[src/include/rail_seq_pkg.sv]
// What this block does
// - bit1 gates negative rail, bit2 positive rail
// - written enable byte applies at bus stop
// - one write all bits: positive first, negative delayed
// - pins work while enable bits hold default one
// - negative rail starts fixed delay after pin
// - both pins rise: positive first, negative later
// - both pins fall: both rails stop together
// - hi-z bit disables positive pull-down when off
// - boost runs on either pin and bit0
// - negative delay counts from later of boost-done, pin
// - positive rail needs pin and boost soft-start done
// - own pin low stops rail; both stop boost
package rail_seq_pkg;
    localparam logic [7:0] rail_enable_control_addr = 8'h05;
    localparam logic [7:0] rail_enable_reset = 8'h07;
    localparam int boost_bit = 0;
    localparam int neg_bit = 1;
    localparam int pos_bit = 2;
    localparam int hiz_bit = 3;
    localparam int clk_hz = 50_000_000;
    localparam int neg_delay_us = 2000;
    localparam int neg_delay_cycles = (clk_hz / 1_000_000) * neg_delay_us;

    typedef struct packed {
        logic boost_on;
        logic pos_on;
        logic neg_on;
        logic pos_pulldown_on;
    } rail_out_s;
endpackage

[src/logic/display_rail_enable_sequencer.sv]
`timescale 1ns/1ps
module display_rail_enable_sequencer #(
    parameter int neg_delay_cycles = rail_seq_pkg::neg_delay_cycles
) (
    input wire logic i_clk,
    input wire logic i_nrst,
    input wire logic i_positive_rail_enable_pin,
    input wire logic i_negative_rail_enable_pin,
    input wire logic i_wr_valid,
    input wire logic [7:0] i_wr_addr,
    input wire logic [7:0] i_wr_data,
    input wire logic i_bus_stop,
    input wire logic [7:0] i_rd_addr,
    input wire logic i_boost_ss_done,
    output logic [7:0] o_rd_data,
    output rail_seq_pkg::rail_out_s o_rails
);
    ////////////////////////////////////////////////////////////////
    // register: staged byte committed at stop
    logic [7:0] ctrl_r;
    logic [7:0] staged_r;
    logic staged_valid_r;

    always_ff @(posedge i_clk or negedge i_nrst) begin
        if (!i_nrst) begin
            staged_r <= 8'h00;
            staged_valid_r <= 1'b0;
        end else if (i_bus_stop) begin
            staged_valid_r <= 1'b0;
        end else if (i_wr_valid && i_wr_addr == rail_seq_pkg::rail_enable_control_addr) begin
            staged_r <= i_wr_data;
            staged_valid_r <= 1'b1;
        end
    end

    always_ff @(posedge i_clk or negedge i_nrst) begin
        if (!i_nrst) begin
            ctrl_r <= rail_seq_pkg::rail_enable_reset;
        end else if (i_bus_stop && staged_valid_r) begin
            ctrl_r <= staged_r;
        end
    end

    always_ff @(posedge i_clk or negedge i_nrst) begin
        if (!i_nrst) begin
            o_rd_data <= 8'h00;
        end else begin
            o_rd_data <= (i_rd_addr == rail_seq_pkg::rail_enable_control_addr) ? ctrl_r : 8'h00;
        end
    end

    ////////////////////////////////////////////////////////////////
    // register checks
    stop_commit_a: assert property (@(posedge i_clk) disable iff (!i_nrst)
        ctrl_r != $past(ctrl_r) |-> $past(i_bus_stop))
        else $error("register changed without stop");

    stage_commit_a: assert property (@(posedge i_clk) disable iff (!i_nrst)
        i_bus_stop && staged_valid_r |=> ctrl_r == $past(staged_r))
        else $error("staged byte not committed");

    stop_clear_a: assert property (@(posedge i_clk) disable iff (!i_nrst)
        i_bus_stop |=> !staged_valid_r)
        else $error("staged byte kept after stop");

    wr_ignore_a: assert property (@(posedge i_clk) disable iff (!i_nrst)
        i_wr_valid && i_wr_addr != rail_seq_pkg::rail_enable_control_addr && !i_bus_stop |=> $stable(staged_r))
        else $error("foreign write staged");

    rd_data_a: assert property (@(posedge i_clk) disable iff (!i_nrst)
        i_rd_addr == rail_seq_pkg::rail_enable_control_addr |=> o_rd_data == $past(ctrl_r))
        else $error("read data wrong");

    rd_zero_a: assert property (@(posedge i_clk) disable iff (!i_nrst)
        i_rd_addr != rail_seq_pkg::rail_enable_control_addr |=> o_rd_data == 8'h00)
        else $error("unmapped read not zero");

    ////////////////////////////////////////////////////////////////
    // enable conditions
    logic boost_en;
    logic pos_en;
    logic neg_req;
    assign boost_en = (i_positive_rail_enable_pin | i_negative_rail_enable_pin)
        & ctrl_r[rail_seq_pkg::boost_bit];
    assign pos_en = boost_en & i_boost_ss_done & i_positive_rail_enable_pin
        & ctrl_r[rail_seq_pkg::pos_bit];
    assign neg_req = boost_en & i_boost_ss_done & i_negative_rail_enable_pin
        & ctrl_r[rail_seq_pkg::neg_bit];

    ////////////////////////////////////////////////////////////////
    // negative rail delay counter
    logic [31:0] cnt_r;
    logic neg_on_r;

    always_ff @(posedge i_clk or negedge i_nrst) begin
        if (!i_nrst) begin
            cnt_r <= 32'h0000_0000;
        end else if (!neg_req) begin
            cnt_r <= 32'h0000_0000;
        end else if (cnt_r < 32'(neg_delay_cycles)) begin
            cnt_r <= cnt_r + 32'h0000_0001;
        end
    end

    always_ff @(posedge i_clk or negedge i_nrst) begin
        if (!i_nrst) begin
            neg_on_r <= 1'b0;
        end else begin
            neg_on_r <= neg_req && (cnt_r >= 32'(neg_delay_cycles) - 32'h0000_0001);
        end
    end

    ////////////////////////////////////////////////////////////////
    // negative rail checks
    neg_waits_a: assert property (@(posedge i_clk) disable iff (!i_nrst)
        $rose(o_rails.neg_on) |-> $past(cnt_r) == 32'(neg_delay_cycles) - 32'h0000_0001)
        else $error("negative rail early");

    neg_due_a: assert property (@(posedge i_clk) disable iff (!i_nrst)
        neg_req && cnt_r >= 32'(neg_delay_cycles) - 32'h0000_0001 |=> o_rails.neg_on)
        else $error("negative rail late");

    neg_hold_a: assert property (@(posedge i_clk) disable iff (!i_nrst)
        neg_req && cnt_r < 32'(neg_delay_cycles) - 32'h0000_0001 |=> !o_rails.neg_on)
        else $error("negative rail before delay");

    cnt_restart_a: assert property (@(posedge i_clk) disable iff (!i_nrst)
        !neg_req |=> cnt_r == 32'h0000_0000)
        else $error("counter not restarted");

    cnt_cap_a: assert property (@(posedge i_clk) disable iff (!i_nrst)
        cnt_r <= 32'(neg_delay_cycles))
        else $error("delay counter overran");

    neg_bit_a: assert property (@(posedge i_clk) disable iff (!i_nrst)
        !ctrl_r[rail_seq_pkg::neg_bit] |=> !o_rails.neg_on)
        else $error("negative rail on with bit clear");

    neg_ss_a: assert property (@(posedge i_clk) disable iff (!i_nrst)
        !i_boost_ss_done |=> !o_rails.neg_on)
        else $error("negative rail before soft-start");

    neg_pin_off_a: assert property (@(posedge i_clk) disable iff (!i_nrst)
        !i_negative_rail_enable_pin |=> !o_rails.neg_on)
        else $error("negative rail on without pin");

    ////////////////////////////////////////////////////////////////
    // outputs: one flop per rail, packed into the carrier
    logic boost_on_r;
    logic pos_on_r;
    logic pos_pulldown_r;

    always_ff @(posedge i_clk or negedge i_nrst) begin
        if (!i_nrst) begin
            boost_on_r <= 1'b0;
        end else begin
            boost_on_r <= boost_en;
        end
    end

    always_ff @(posedge i_clk or negedge i_nrst) begin
        if (!i_nrst) begin
            pos_on_r <= 1'b0;
        end else begin
            pos_on_r <= pos_en;
        end
    end

    always_ff @(posedge i_clk or negedge i_nrst) begin
        if (!i_nrst) begin
            pos_pulldown_r <= 1'b0;
        end else begin
            pos_pulldown_r <= !pos_en && !ctrl_r[rail_seq_pkg::hiz_bit];
        end
    end

    assign o_rails = {boost_on_r, pos_on_r, neg_on_r, pos_pulldown_r};

    ////////////////////////////////////////////////////////////////
    // output checks
    pos_needs_pin_a: assert property (@(posedge i_clk) disable iff (!i_nrst)
        o_rails.pos_on |-> $past(i_positive_rail_enable_pin) && $past(ctrl_r[rail_seq_pkg::pos_bit]))
        else $error("positive rail on without pin");

    pos_on_a: assert property (@(posedge i_clk) disable iff (!i_nrst)
        pos_en |=> o_rails.pos_on)
        else $error("positive rail not on");

    pos_ss_a: assert property (@(posedge i_clk) disable iff (!i_nrst)
        !i_boost_ss_done |=> !o_rails.pos_on)
        else $error("positive rail before soft-start");

    pos_bit_a: assert property (@(posedge i_clk) disable iff (!i_nrst)
        !ctrl_r[rail_seq_pkg::pos_bit] |=> !o_rails.pos_on)
        else $error("positive rail on with bit clear");

    pos_pin_off_a: assert property (@(posedge i_clk) disable iff (!i_nrst)
        !i_positive_rail_enable_pin |=> !o_rails.pos_on)
        else $error("positive rail on after pin low");

    both_off_a: assert property (@(posedge i_clk) disable iff (!i_nrst)
        !i_positive_rail_enable_pin && !i_negative_rail_enable_pin |=> !o_rails.pos_on && !o_rails.neg_on
        && !o_rails.boost_on)
        else $error("rails not off together");

    boost_run_a: assert property (@(posedge i_clk) disable iff (!i_nrst)
        (i_positive_rail_enable_pin || i_negative_rail_enable_pin) && ctrl_r[rail_seq_pkg::boost_bit]
        |=> o_rails.boost_on)
        else $error("boost not running");

    boost_stop_a: assert property (@(posedge i_clk) disable iff (!i_nrst)
        !ctrl_r[rail_seq_pkg::boost_bit] |=> !o_rails.boost_on)
        else $error("boost running with bit clear");

    hiz_pull_a: assert property (@(posedge i_clk) disable iff (!i_nrst)
        ctrl_r[rail_seq_pkg::hiz_bit] |=> !o_rails.pos_pulldown_on)
        else $error("pull-down in hi-z");

    pull_on_a: assert property (@(posedge i_clk) disable iff (!i_nrst)
        !pos_en && !ctrl_r[rail_seq_pkg::hiz_bit] |=> o_rails.pos_pulldown_on)
        else $error("pull-down missing while off");

    pull_off_a: assert property (@(posedge i_clk) disable iff (!i_nrst)
        o_rails.pos_on |-> !o_rails.pos_pulldown_on)
        else $error("pull-down while rail on");
endmodule

[config.mk]
export PLATFORM = sky130hd
export DESIGN_NAME = display_rail_enable_sequencer
export DESIGN_NICKNAME = d
export VERILOG_FILES = /design/src/include/rail_seq_pkg.sv /design/src/logic/display_rail_enable_sequencer.sv
export SDC_FILE = /design/constraint.sdc
export NUM_CORES = 1
export LEC_CHECK = 0
export ABC_CLOCK_PERIOD_IN_PS = 2100
export BUFFER_PORTS_ARGS = -buffer_cell sky130_fd_sc_hd__buf_2
export CORE_UTILIZATION = 55
export DETAILED_ROUTE_END_ITERATION = 6
export PLACE_DENSITY = 0.81
export SLEW_MARGIN = 15
export SYNTH_ARGS = -nofsm -noshare
export SYNTH_HDL_FRONTEND = slang
export SYNTH_SLANG_ARGS = --single-unit
[constraint.sdc]
create_clock -name i_clk -period 2.1 [get_ports i_clk]
set_input_delay 0.315 -clock i_clk [delete_from_list [all_inputs] [get_ports i_clk]]
set_output_delay 0.315 -clock i_clk [all_outputs]
set_load 0.05 [all_outputs]
==> flow_summary_export.csv <==
group,metric,value,unit
setup_path,cp-start-kind,"register",
grt,grt_start_max_net_pins,31,
placed_design,dp_hpwl,3.279,mm
timing,setup_viol,0,
die,start_util,58.22,%
clocking,postCtsSetupRepairBufs,0,
pwr,peakVddDrop,0.4649,mV
setup_path,required,2.32,ns
die,die_h,70.36,µm
placed_design,gp_congestion,0.8083,
clocking,max-clock-path-buffers,2,
clocking,cts_htree_levels,3,
timing,final_hold_viol_count,0,
setup_path,crit_chain,"nor4_4 -> o211ai_4 -> a2111oi_1 -> xnor2_1 -> nor2_1",
cells_and_area,diodes,0,
job,maxCapViolCount,0,
die,fp.dieW,70.36,µm
timing,period_needed,1.971,ns
yosys,synth_nets,242,
yosys,synth_top_family_by_area,"simple AND/OR/NAND/NOR gates",
drt,wl_per_cell,14.93,µm
yosys,synth_warnings,0,
placed_design,place_ws,0.1580,ns
setup_path,critical_path.max_fanout,10,
yosys,synth_edf_count,0,
yosys,synth.distinct_cells,39,
timing,hold-worst-slack,0.1819,ns
drt,viasPerCell,5.489,
grt,grt.total_usage,22.49,%
cells_and_area,layout-drive-gt1-share,31.70,%
timing,final.setup_skew,0.006748,ns
yosys,ys_ff_latch,61,
grt,antenna_found_initial,0,
grt,grt_pass1_wl,8.252,mm
die,core,4414,µm²
grt,grt_pass1_vias,1845,
yosys,synthAdderAreaFrac,0.4869,%
pwr,leakagePower,1.500,nW
run_status,outcome,"completed",
drt,antenna_left,0,
timing,period_share,93.87,%
min_path,min_path_type,"in2reg",
clocking,clock-root-buffer,"clkbuf_8",
grt,globalRouteOverflowTotal,0,
cells_and_area,area_growth,19.62,%
drt,drtIter0Drc,110,
timing,setup_ws,0.1287,ns
drt,via_count,1740,
clocking,cts_sinks,61,
yosys,netlist_instances,210,
setup_path,cpMaxStageDelayCell,"a2111oi_1",
drt,wl,4.732,mm
timing,slew_violations,0,
pwr,power.density,763.0,nW/µm²
setup_path,max_stage_delay,0.59,ns
die,rows,24,
yosys,synthSimpleGateAreaFrac,18.94,%
placed_design,io_buffers,42,
setup_path,cp_data_arrival_time,2.19,ns
setup_path,cp-end-kind,"register",
pwr,power,0.002346,W
timing,clock.fmax,507.3,MHz
clocking,clk_pin_slew,0.07,ns
timing,slew_headroom,63.18,%
yosys,synth_compound_area_share,8.325,%
clocking,cts_tree,"done",
clocking,clock_latency,0.34,ns
timing,setup_tns,0,ns
setup_path,critPathKind,"reg2reg",
setup_path,r2r_cells,5,
die,dieArea,4950,µm²
timing,rsz0062_at_grt,"true",
yosys,yosys_most_used_dff,"dfrtp_1",
clocking,cts_buffers,9,
yosys,async_flop_share,100.0,%
timing,worst_slew_pin_slew,0.5384,ns
yosys,synth_xor_area_share,3.067,%
min_path,min_path_cells,2,
drt,drc_errors,0,
drt,first_pass_iters,4,
yosys,syn_avg_cell_area,12.24,µm²
die,pin_count,43,
cells_and_area,final_nets,292,
placed_design,dpl.cell_count,300,
yosys,synth-seq-area-share,59.54,%
yosys,synth.cell_area,2570,µm²
yosys,muxShareOfSynthArea,7.400,%
cells_and_area,fin_cells,317,
==> critical path, delay by kind of cell (launching register included) <==
kind	cells	cell delay (ns)
flops	1	0.46
compound gates	2	0.79
simple gates	2	0.41
xor+xnor	1	0.20
==> cells by family after synthesis <==
logic type | count (synthesis)
simple gates | 85
flops | 61
compound gates | 26
mux | 17
buf+inv | 11
xor+xnor | 9
fa+ha+maj | 1
==> state kept, by name, summed over array words and instances, names as in the netlist <==
register	flops
pos_pulldown_r	1
neg_on_r	1
pos_on_r	1
o_rd_data	8
cnt_r	32
staged_valid_r	1
boost_on_r	1
ctrl_r	8
staged_r	8
==> path summary, 6_finish.rpt <==
check | from | to | slack (ns)
hold reg to reg | ctrl_r[3] | pos_pulldown_r | 0.46
max in group asynchronous | i_nrst | ctrl_r[1] | 1.00
setup / recovery | cnt_r[12] | cnt_r[15] | 0.13
min in group asynchronous | i_nrst | ctrl_r[3] | 0.47
hold / removal | i_bus_stop | staged_valid_r | 0.18
setup reg to reg | cnt_r[12] | cnt_r[15] | 0.13
==> cell usage in the layout, fill, tap and decap left out, drive strengths merged, types with 3 or more instances in the layout <==
master    n
a2111oi   3
nor4      5
xnor2     9
mux2     16
nand4     4
dfstp     3
dfrtp    58
clkbuf   12
a211oi    6
and4      4
nand2    12
buf      48
and2     24
a31o      3
nor2     20
nand3     6
a21oi     5
==> power by group <==
group          total (W)  internal (W)  switching [W]
combinational  0.0000645     0.0000313      0.0000332
clock            0.00110      0.000667       0.000432
sequential       0.00118       0.00118     0.00000221
total            0.00235       0.00188       0.000467
==> final cells by class <==
cell class | instances | area, µm²
tap | 52 | 65.06
multi-input combinational | 138 | 989.7
sequential | 61 | 1530
fill | 318 | 1340
timing repair buffer | 49 | 277.8
clock inverter | 4 | 72.57
clock buffer | 12 | 135.1
inverter | 1 | 3.754
==> cell usage after synthesis, types with 2 or more instances <==
cell type,instances,share of area (%)
a2111oi_0,2,0.68
a211oi_1,4,1.2
a211oi_2,2,0.97
a21oi_1,5,0.97
a31o_1,3,1.0
a31oi_1,2,0.49
a41o_1,2,0.78
and2_1,24,5.8
and3_1,2,0.49
and4_1,4,1.4
buf_4,4,1.2
clkbuf_1,5,0.73
dfrtp_1,58,56
dfstp_2,3,3.1
mux2_2,16,7.0
nand2_1,12,1.8
nand3_1,6,1.2
nand4_1,4,0.97
nand4b_1,2,0.68
nor2_1,20,2.9
nor4_1,4,0.97
xnor2_1,9,3.1
==> routing by layer <==
layer	global-route usage [%]	vias to the layer above	part of all wire, %
met5	0	-	0
met2	34.92	35	48
met4	12.44	0	2.4
met3	7.504	8	4.0
li1	-	848	-
met1	27.57	849	46
==> metrics by stage <==
step | utilization, % | area (µm²)
4_1_cts | 69.47 | 3067
6_report | 69.64 | 3074
3_5_place_dp | 64.54 | 2849
2_1_floorplan | - | 2570
5_1_grt | 69.64 | 3074
3_3_place_gp | 64.54 | 2849
==> repair_timing <==
| action | CTS | global route |
|---|---|---|
| resized for setup | 0 | 1 |
| hold buffers | 1 | 0 |
| setup endpoints to repair | 0 | 2 |
| hold endpoints to repair | 18 | 0 |
(Power assumes the default switching activity.)
